$ cat config.mk
export PLATFORM = sky130hd
export DESIGN_NAME = can_node_irq_unit
export DESIGN_NICKNAME = d
export VERILOG_FILES = /design/src/can_irq_pkg.sv /design/src/irq_status_if.sv /design/src/can_node_irq_unit.sv /design/src/irq_prio_encoder.sv
export SDC_FILE = /design/constraint.sdc
export NUM_CORES = 1
export LEC_CHECK = 0
export BUFFER_PORTS_ARGS = -buffer_cell sky130_fd_sc_hd__clkbuf_2
export CAP_MARGIN = 20
export CORE_UTILIZATION = 54
export CTS_BUF_LIST = sky130_fd_sc_hd__clkbuf_4
export CTS_CLUSTER_DIAMETER = 50
export DETAILED_ROUTE_END_ITERATION = 8
export PLACE_DENSITY = 0.83
export SLEW_MARGIN = 30
export SYNTH_ARGS = -nofsm -noshare
export SYNTH_HDL_FRONTEND = slang
export SYNTH_SLANG_ARGS = --single-unit
$ cat constraint.sdc
create_clock -name clk -period 2.83 [get_ports clk]
set_input_delay 0.283 -clock clk [delete_from_list [all_inputs] [get_ports clk]]
set_output_delay 0.283 -clock clk [all_outputs]
set_load 0.01 [all_outputs]
$ cat src/can_irq_pkg.sv
// Constants shared by the CAN node interrupt unit and its helpers
//
// Contract
// Eight sources, each enable and flag bit
// Interrupt pin low while enabled flag set
// Host clear refused while condition persists
// Host should clear flags with masked write
// Host setting enabled flag raises interrupt
// Three-bit code, lower value higher priority
// Code moves to next pending source
// Disabled flags never appear in code
// Transmit buffer empty sets its flag
// Accepted received message sets receive flag
// Any message error sets message-fault flag
// Bus activity asleep sets wake flag, exits; code sets it only with wake enabled
// Overflow or error-state change sets state-fault
// Accepted message into occupied buffer sets overrun
// Warning when error counter reaches 96
// Error-passive when error counter exceeds 127
// Bus-off when transmit counter exceeds 255
// Enable bit order fault, wake, state, tx, rx
// Flag register uses same bit order
// Overrun set while receive flag one, host clears
// Hardware set beats same-cycle host clear
// Reset clears bits, releases pin, code none
package can_irq_pkg;

  // Register port addresses
  localparam logic [7:0] IRQ_ENABLE_ADDR  = 8'h2b;
  localparam logic [7:0] IRQ_FLAG_ADDR    = 8'h2c;
  localparam logic [7:0] FAULT_STATE_ADDR = 8'h2d;
  localparam logic [7:0] NODE_STATE_ADDR  = 8'h2f;

  // Reset values
  localparam logic [7:0] IRQ_ENABLE_RST  = 8'h00;
  localparam logic [7:0] IRQ_FLAG_RST    = 8'h00;
  localparam logic [5:0] FAULT_LVL_RST   = 6'h00;
  localparam logic [1:0] RX_OVERRUN_RST  = 2'h0;
  localparam logic [7:0] READ_ZERO       = 8'h00;

  // Source bit positions in enable and flag registers
  localparam int SRC_RX0   = 0;
  localparam int SRC_RX1   = 1;
  localparam int SRC_TX0   = 2;
  localparam int SRC_TX1   = 3;
  localparam int SRC_TX2   = 4;
  localparam int SRC_STATE = 5;
  localparam int SRC_WAKE  = 6;
  localparam int SRC_MSG   = 7;
  localparam int NUM_SRC   = 8;

  // Fault state register fields
  localparam int FLT_EWARN  = 0;
  localparam int FLT_RXWARN = 1;
  localparam int FLT_TXWARN = 2;
  localparam int FLT_RXPASS = 3;
  localparam int FLT_TXPASS = 4;
  localparam int FLT_BUSOFF = 5;

  // Source code field position in node state register
  localparam int CODE_LSB = 1;

  // Error counter limits
  localparam logic [8:0] WARN_LIMIT    = 9'h060;
  localparam logic [8:0] PASSIVE_LIMIT = 9'h07f;
  localparam logic [8:0] BUSOFF_LIMIT  = 9'h0ff;

  // Source codes, lower value wins
  localparam logic [2:0] CODE_NONE  = 3'h0;
  localparam logic [2:0] CODE_ERROR = 3'h1;
  localparam logic [2:0] CODE_WAKE  = 3'h2;
  localparam logic [2:0] CODE_TX0   = 3'h3;
  localparam logic [2:0] CODE_TX1   = 3'h4;
  localparam logic [2:0] CODE_TX2   = 3'h5;
  localparam logic [2:0] CODE_RX0   = 3'h6;
  localparam logic [2:0] CODE_RX1   = 3'h7;

endpackage

$ cat src/irq_status_if.sv
// Interface carrying flags, enables and the prioritised code
interface irq_status_if;
  logic [7:0] flags;
  logic [7:0] enables;
  logic [2:0] code;
  logic       pending;

  modport producer (output flags, output enables, input code, input pending);
  modport encoder  (input flags, input enables, output code, output pending);
endinterface

$ cat src/can_node_irq_unit.sv
// Interrupt unit of the CAN node: enables, flags, fault state and pin
module can_node_irq_unit
  import can_irq_pkg::*;
(
  input  wire logic       clk,
  input  wire logic       sys_rst,
  input  wire logic [7:0] regAddr,
  input  wire logic [7:0] regWrData,
  input  wire logic [7:0] regWrMask,
  input  wire logic       regWrEn,
  input  wire logic       regRdEn,
  output logic      [7:0] regRdData,
  input  wire logic [2:0] txEmptyEvt,
  input  wire logic [1:0] rxAcceptEvt,
  input  wire logic       msgErrEvt,
  input  wire logic       busActivity,
  input  wire logic       asleep,
  input  wire logic [8:0] txErrCnt,
  input  wire logic [7:0] rxErrCnt,
  output logic            irqN,
  output logic            wakeReq,
  output logic      [1:0] rxOverrun
);

  // Stored state
  logic [7:0] irqEnable_ff;
  logic [7:0] irqFlag_ff;
  logic [5:0] faultLvl_ff;
  logic [1:0] rxOverrun_ff;
  logic [7:0] regRdData_ff;
  logic       irqN_ff;
  logic       wakeReq_ff;

  // Next values and decoded terms
  logic [7:0] nxt_irqFlag;
  logic [5:0] nxt_faultLvl;
  logic [1:0] nxt_rxOverrun;
  logic [7:0] nxt_regRdData;
  logic [7:0] hwSet;
  logic [7:0] persist;
  logic [7:0] hostSet;
  logic [7:0] hostClr;
  logic [1:0] ovrSet;
  logic       wrEnable;
  logic       wrFlag;
  logic       wrFault;
  logic       faultChange;
  logic       wakeHw;
  logic [8:0] rxErrWide;

  irq_status_if st ();

  irq_prio_encoder u_prio (
    .st (st.encoder)
  );

  assign st.flags   = irqFlag_ff;
  assign st.enables = irqEnable_ff;

  // Register port write decode
  assign wrEnable = regWrEn && (regAddr == IRQ_ENABLE_ADDR);
  assign wrFlag   = regWrEn && (regAddr == IRQ_FLAG_ADDR);
  assign wrFault  = regWrEn && (regAddr == FAULT_STATE_ADDR);

  // Enable register, masked write keeps unmasked bits
  always_ff @(posedge clk) begin
    if (sys_rst) begin
      irqEnable_ff <= IRQ_ENABLE_RST;
    end else if (wrEnable) begin
      irqEnable_ff <= (irqEnable_ff & ~regWrMask) | (regWrData & regWrMask);  // see R01
    end
  end

  // Error counter levels
  assign rxErrWide = {1'b0, rxErrCnt};

  always_comb begin
    nxt_faultLvl             = FAULT_LVL_RST;
    nxt_faultLvl[FLT_RXWARN] = rxErrWide >= WARN_LIMIT;
    nxt_faultLvl[FLT_TXWARN] = txErrCnt >= WARN_LIMIT;
    nxt_faultLvl[FLT_EWARN]  = nxt_faultLvl[FLT_RXWARN] || nxt_faultLvl[FLT_TXWARN];
    nxt_faultLvl[FLT_RXPASS] = rxErrWide > PASSIVE_LIMIT;
    nxt_faultLvl[FLT_TXPASS] = txErrCnt > PASSIVE_LIMIT;
    nxt_faultLvl[FLT_BUSOFF] = txErrCnt > BUSOFF_LIMIT;
  end

  // Fault levels follow the counters
  always_ff @(posedge clk) begin
    if (sys_rst) begin
      faultLvl_ff <= FAULT_LVL_RST;
    end else begin
      faultLvl_ff <= nxt_faultLvl;
    end
  end

  // Any error-state condition change
  assign faultChange = nxt_faultLvl != faultLvl_ff;

  // Overrun: accepted message while receive flag still one
  assign ovrSet = rxAcceptEvt & {irqFlag_ff[SRC_RX1], irqFlag_ff[SRC_RX0]};  // see R14

  // Overrun bits: only host clears, set wins
  always_comb begin
    nxt_rxOverrun = rxOverrun_ff;
    if (wrFault) begin
      nxt_rxOverrun = rxOverrun_ff & ~(regWrMask[7:6] & ~regWrData[7:6]);
    end
    nxt_rxOverrun = nxt_rxOverrun | ovrSet;  // see R21
  end

  always_ff @(posedge clk) begin
    if (sys_rst) begin
      rxOverrun_ff <= RX_OVERRUN_RST;
    end else begin
      rxOverrun_ff <= nxt_rxOverrun;
    end
  end

  // Bus activity while asleep with wake enabled
  assign wakeHw = asleep && busActivity && irqEnable_ff[SRC_WAKE];

  // Hardware set events per source
  always_comb begin
    hwSet            = IRQ_FLAG_RST;
    hwSet[SRC_RX0]   = rxAcceptEvt[0];
    hwSet[SRC_RX1]   = rxAcceptEvt[1];
    hwSet[SRC_TX0]   = txEmptyEvt[0];
    hwSet[SRC_TX1]   = txEmptyEvt[1];
    hwSet[SRC_TX2]   = txEmptyEvt[2];
    hwSet[SRC_STATE] = faultChange || (|ovrSet);
    hwSet[SRC_WAKE]  = wakeHw;
    hwSet[SRC_MSG]   = msgErrEvt;
  end

  // Conditions that still prevail beyond the set event
  always_comb begin
    persist            = hwSet;
    persist[SRC_STATE] = hwSet[SRC_STATE] || (|rxOverrun_ff);
    persist[SRC_WAKE]  = asleep && busActivity;
  end

  // Host write terms from the masked write
  assign hostSet = wrFlag ? (regWrMask & regWrData) : IRQ_FLAG_RST;   // see R05
  assign hostClr = wrFlag ? (regWrMask & ~regWrData) : IRQ_FLAG_RST;

  // Flag next value per bit
  for (genvar i = 0; i < NUM_SRC; i++) begin : g_flag
    always_comb begin
      nxt_irqFlag[i] = irqFlag_ff[i];
      if (hostClr[i] && !persist[i]) begin
        nxt_irqFlag[i] = 1'b0;
      end
      if (hostSet[i] || hwSet[i]) begin
        nxt_irqFlag[i] = 1'b1;  // see R21
      end
    end
  end

  // Flag register
  always_ff @(posedge clk) begin
    if (sys_rst) begin
      irqFlag_ff <= IRQ_FLAG_RST;
    end else begin
      irqFlag_ff <= nxt_irqFlag;   // see R19
    end
  end

  // Interrupt pin, low while an enabled flag is pending
  always_ff @(posedge clk) begin
    if (sys_rst) begin
      irqN_ff <= 1'b1;
    end else begin
      irqN_ff <= ~st.pending;  // see R02
    end
  end

  // Wake request pulse on a newly set, enabled wake flag while asleep
  always_ff @(posedge clk) begin
    if (sys_rst) begin
      wakeReq_ff <= 1'b0;
    end else begin
      wakeReq_ff <= asleep && irqEnable_ff[SRC_WAKE] &&
                    nxt_irqFlag[SRC_WAKE] && !irqFlag_ff[SRC_WAKE];
    end
  end

  // Read data select, unmapped reads zero
  always_comb begin
    nxt_regRdData = READ_ZERO;
    case (regAddr)
      IRQ_ENABLE_ADDR: begin
        nxt_regRdData = irqEnable_ff;
      end
      IRQ_FLAG_ADDR: begin
        nxt_regRdData = irqFlag_ff;
      end
      FAULT_STATE_ADDR: begin
        nxt_regRdData = {rxOverrun_ff, faultLvl_ff};
      end
      NODE_STATE_ADDR: begin
        nxt_regRdData[CODE_LSB +: 3] = st.code;  // see R06
      end
      default: begin
        nxt_regRdData = READ_ZERO;
      end
    endcase
  end

  // Read data held until the next read
  always_ff @(posedge clk) begin
    if (sys_rst) begin
      regRdData_ff <= READ_ZERO;
    end else if (regRdEn) begin
      regRdData_ff <= nxt_regRdData;
    end
  end

  // Outputs straight from flip-flops
  assign regRdData = regRdData_ff;
  assign irqN      = irqN_ff;
  assign wakeReq   = wakeReq_ff;
  assign rxOverrun = rxOverrun_ff;

endmodule

$ cat src/irq_prio_encoder.sv
// Priority encoder producing the interrupt source code
module irq_prio_encoder
  import can_irq_pkg::*;
(
  irq_status_if.encoder st
);

  logic [7:0] active;
  logic [2:0] codeOf [NUM_SRC];

  // Code per source bit; message fault carries no code
  always_comb begin
    codeOf[SRC_RX0]   = CODE_RX0;
    codeOf[SRC_RX1]   = CODE_RX1;
    codeOf[SRC_TX0]   = CODE_TX0;
    codeOf[SRC_TX1]   = CODE_TX1;
    codeOf[SRC_TX2]   = CODE_TX2;
    codeOf[SRC_STATE] = CODE_ERROR;
    codeOf[SRC_WAKE]  = CODE_WAKE;
    codeOf[SRC_MSG]   = CODE_NONE;
  end

  // Only enabled flags count
  assign active     = st.flags & st.enables;
  assign st.pending = |active;

  // Smallest code among active sources wins
  always_comb begin
    st.code = CODE_NONE;
    for (int i = 0; i < NUM_SRC; i++) begin
      if (active[i] && codeOf[i] != CODE_NONE &&
          (st.code == CODE_NONE || codeOf[i] < st.code)) begin
        st.code = codeOf[i];  // see R06
      end
    end
  end

endmodule

Yosys cells after proc, flatten, opt, wreduce, memory -nomap -nowiden

Cells that the tools add are included.

Bits in registers: 34
Input port bits: 53
Logic and storage cells: 137

$lt $le $gt $ge: 11
Equal/unequal tests: 5
Muxes and demuxes: 29
Bitwise gates (word level): 14
Reductions and logical operators: 64

Operator list:

| operator           | number |
|---|---|
| $and 8x8->8        | 4 |
| $eq 8x6->1 const B | 4 |
| $logic_and 1x1->1  | 22 |
| $mux 3             | 7 |
| $logic_not 3->1    | 6 |
| $logic_or 1x1->1   | 17 |
| $mux 1             | 16 |
| $mux 8             | 2 |
| $not 8->8          | 2 |
| $reduce_bool 2->1  | 7 |
| $pmux 3 s4         | 1 |
| $pmux 4 s3         | 1 |
| $ge 9x7->1 const B | 1 |
| $gt 9x7->1 const B | 1 |
| $gt 9x8->1 const B | 1 |
| $logic_not 1->1    | 9 |
| $lt 3x3->1 const A | 3 |
| $ge 8x7->1 const B | 1 |
| $gt 8x7->1 const B | 1 |
| $or 8x8->8         | 1 |
| $reduce_or 8->1    | 1 |
| $and 2x2->2        | 3 |
| $lt 2x3->1 const A | 2 |
| $ne 6x6->1         | 1 |
| 7 further kinds    | 9 |

Logic depth before layout (Yosys ltp)

Word-level depth: 27
Depth in mapped cells: 7
Gate-level depth less buffers: 5

Cells and area by module

A second synthesis with hierarchy kept.

Cells, all modules: 219
Area total of the unflattened synthesis: 1843.0 µm²

By module, submodules not included:

| module            | instances | cells each | area each (µm²) |
|---|---|---|---|
| can_node_irq_unit | 1         | 202        | 1735.4 |
| irq_prio_encoder  | 1         | 17         | 107.6 |

Least setup slack after synthesis

Ideal clock, no wire load.

Path kind: input to register
Start point: input regAddr[4]
End point: register regRdData_ff[3], in the netlist regRdData[3]
Setup time: 60 ps
Arrival: 1734 ps
Required time: 2770 ps
Setup slack: 1036 ps
Stages on the path: 5
Path buffers: 0
Cells stage by stage: or4b_4 -> or2_4 -> or3_1 -> o21ai_1 -> a22o_1

Longest elaborated chain between the ends: 2

Ends and longest elaborated chain:

| element                | line                     | text |
|---|---|---|
| start: declaration     | can_node_irq_unit.sv:7   | `input wire logic [7:0] regAddr,` |
| $eq 8x6->1             | can_node_irq_unit.sv:190 | `case (regAddr)` |
| $pmux 3 s4 (*)         | can_node_irq_unit.sv:190 |  |
| end signal: assignment | can_node_irq_unit.sv:214 | `regRdData_ff <= nxt_regRdData;` |
| end: declaration       | can_node_irq_unit.sv:30  | `logic [7:0] regRdData_ff;` |

Mark *: on every way between the ends. The rest lies on a longest branch, timed or not.
A chain may end at the register's enable or synchronous reset.

Worst setup path in the final report

Start point: input regAddr[0]
End point: register irqFlag_ff[6]

Longest elaborated chain between the ends: 6

Ends and longest elaborated chain:

| element                | line                     | text |
|---|---|---|
| $eq 8x6->1 (*)         | can_node_irq_unit.sv:62  | `assign wrFlag = regWrEn && (regAddr == IRQ_FLAG_ADDR);` |
| $logic_and 1x1->1 (*)  | can_node_irq_unit.sv:62  |  |
| $mux 8                 | can_node_irq_unit.sv:144 | `assign hostClr = wrFlag ? (regWrMask & ~regWrData) : IRQ_FLAG_RST;` |
| $logic_and 1x1->1      | can_node_irq_unit.sv:150 | `if (hostClr[i] && !persist[i]) begin` |
| $mux 1                 | can_node_irq_unit.sv:150 |  |
| $mux 1 (*)             | can_node_irq_unit.sv:153 | `if (hostSet[i] \|\| hwSet[i]) begin` |
| end signal: assignment | can_node_irq_unit.sv:164 | `irqFlag_ff <= nxt_irqFlag;` |
| end: declaration       | can_node_irq_unit.sv:27  | `logic [7:0] irqFlag_ff;` |

Marked as above.

==> metrics <==
status complete, no violations; Initial Utilization 56.5%; leakage power 0.833 nW; ys async rst share 0%; clock latency on the worst-skew pair 0.33 ns; Relative slew margins 53.8%; # IOs 65; post_cts resized 0; port bufs 54; Die Span Y 58.5 um; total power 871 uW; min cycle time layout 1.81 ns; Reg2Reg Launch Point faultLvl_ff[4]$_SDFF_PP0_; Total GRT Usage 25.7%; Routed Antenna Nets 0; DRC 0; First DRT Iteration DRCs 78; layout cells sized above 1 26.3%; NumNets Final 319; crit-path max FO 10; Seq cells post-synth 34; RSZ-0062 raised after global routing no; max incr delay on CP 0.52 ns; Yosys warning total 0; Worst Path Buf+Inv 2; initial antenna violation count 0; Critical Path RT 3.03 ns; sequential area share after synthesis 39.4%; first-pass GRT wire length 6560 um; First-pass DRT Iterations 5; DPL Wire Length 3120 um; total length of routed wires 4060 um; Reg2Reg Depth 5; Area contributors post-synth dfxtp_1, nand2_1, a21oi_1; Max-Cap Viols 0; r2r setup slk 1.48 ns; Cell variety after synth 42; # hold bufs at CTS 0; # diodes 0; CTS buffer count 5; Critical Path Start Type input port; area leader, netlist dfxtp_1; crit path capture type flip-flop; final hold violation count 0; worst hold start busActivity; setup_tns 0 ns; H-tree levels 2; critical path arrival 2.01 ns; Final Util 68.4%; Die Wd 58.5 um; post-synth top area share 39.4%; post-synthesis cell count 209; CTS sink cnt 34; vias in the first global route 1488; dpl cell area 0.00204 mm^2; largest delay contributor family on the critical path simple AND/OR/NAND/NOR gates; fin. max-slew vios 0; Max Clock Freq 553 MHz; Final Setup Violations 0; Via density 5.69; Core Area 0.00305 mm^2; Post-synth EDFFs 0; Tcrit/Tclk final 63.9%; # rows 20; Crit Path Category input port to flip-flop; clk root buf clkbuf_4; most frequent cell after synthesis nand2_1; syn_nets 262; postcts setup bufs 0; TritonCTS clock tree built; largest net degree at the start of global routing 29; Die ar. 0.00343 mm^2; VDD IR-drop max 0.271 mV; Worst Skew 0.00154 ns; Area growth, synth to finish 21.1%; Worst Hold Endpoint wakeReq$_SDFF_PP0_; total vias in the final route 1765; Post-Syn Area 0.00173 mm^2; mean area per synthesized cell 8.26 um^2; total power density per cell area 417 mW/mm^2; slowest CP cell or3b_2; dominant synthesized flop cell dfxtp_1; placed insts 303; FF-to-FF End irqFlag_ff[5]$_SDFFE_PP0P_; Hold Path Class input port to flip-flop; Clock transition at path regs 0.09 ns; commonest cells in the netlist nand2_1, dfxtp_1, a21oi_1, nand3_1, a22o_1; final instance count without filler cells 310; GRT overflow 0; final instance area 0.00209 mm^2; WL/cell 13.1 um; CTS Buffer Depth 2; Final Wtd Congestion 0.868; Tightest Pin Transition 0.689 ns; hold path cells 3; crit path cell chain clkbuf_2, or3b_2, nor4_4, buf_4, nand2_1, mux2i_1, a21oi_1
==> stage by stage <==
stage | hold slack (ns) | setup WS, ns
6_report | 0.178 | 1.02
5_1_grt | 0.189 | 0.946
4_1_cts | 0.161 | 1.05
3_5_place_dp | 0.467 | 0.694
3_3_place_gp | 0.462 | 0.687
2_1_floorplan | 0.399 | 1.04
==> tightest hold or removal path, cell delays in order <==
cell and delay, ns:
clkbuf_2 0.09, a31oi_1 0.04, nor2_1 0.07
==> cell type report <==
cell class,count,area (um^2)
Timing Repair Buffer,57,293
Fill cell,298,963
Sequential cell,34,681
Inverter,6,22.5
Clock buffer,7,52.6
Multi-Input combinational cell,162,986
Tap cell,44,55.1
==> cells by family after synthesis <==
kind of cell / count (synthesis) / share of synthesized area (%)
xor+xnor: 2 / 1.02
buf+inv: 13 / 3.41
flops: 34 / 39.4
compound gates: 74 / 30.2
simple gates: 85 / 25.3
mux: 1 / 0.580
==> power breakdown <==
part,internal [mW],switching (mW),total [mW],leakage (nW)
Clock,0.113,0.147,0.260,0.0322
Combinational,0.0457,0.0580,0.104,0.522
Sequential,0.492,0.0151,0.508,0.279
==> worst max-delay path by stage <==
| stage | slack, ns | startpoint | to | cells after the start |
|---|---|---|---|---|
| after floorplan | 1.04 | regAddr[4] | regRdData[3]$_SDFFE_PP0P_ | 5 |
| after global placement | 0.69 | regAddr[0] | irqFlag_ff[6]$_SDFF_PP0_ | 7 |
| after detailed placement | 0.69 | regAddr[0] | irqFlag_ff[6]$_SDFF_PP0_ | 7 |
| after CTS | 1.05 | regAddr[0] | irqFlag_ff[6]$_SDFF_PP0_ | 7 |
| after global routing | 0.95 | regAddr[0] | irqFlag_ff[5]$_SDFFE_PP0P_ | 6 |
| final | 1.02 | regAddr[0] | irqFlag_ff[6]$_SDFF_PP0_ | 7 |
==> metal layers <==
metal  up-vias  GRT usage [%]  wire (um)
li1        896              -          -
met1       796           33.3       1930
met2        66           41.7       1820
met3         7           7.03        258
met4         0           8.16         47
met5         -              0          0
==> cells in the final DEF, fill, tap and decap left out, types with 2 or more instances in the layout <==
master      n
nor2b_1     4
and3_1      2
nor2_1      9
dfxtp_1    34
a22o_1     10
o211ai_1    3
o2bb2ai_1   6
nor4_4      2
nand2_1    42
a211oi_1    4
a21oi_1    23
or3_1       2
o41ai_1     2
clkbuf_2   54
a31oi_1     7
nor3b_1     2
a22oi_1     9
clkbuf_4    7
nand3_1    14
inv_1       6
buf_4       3
Power figures use the tool's default switching activity.
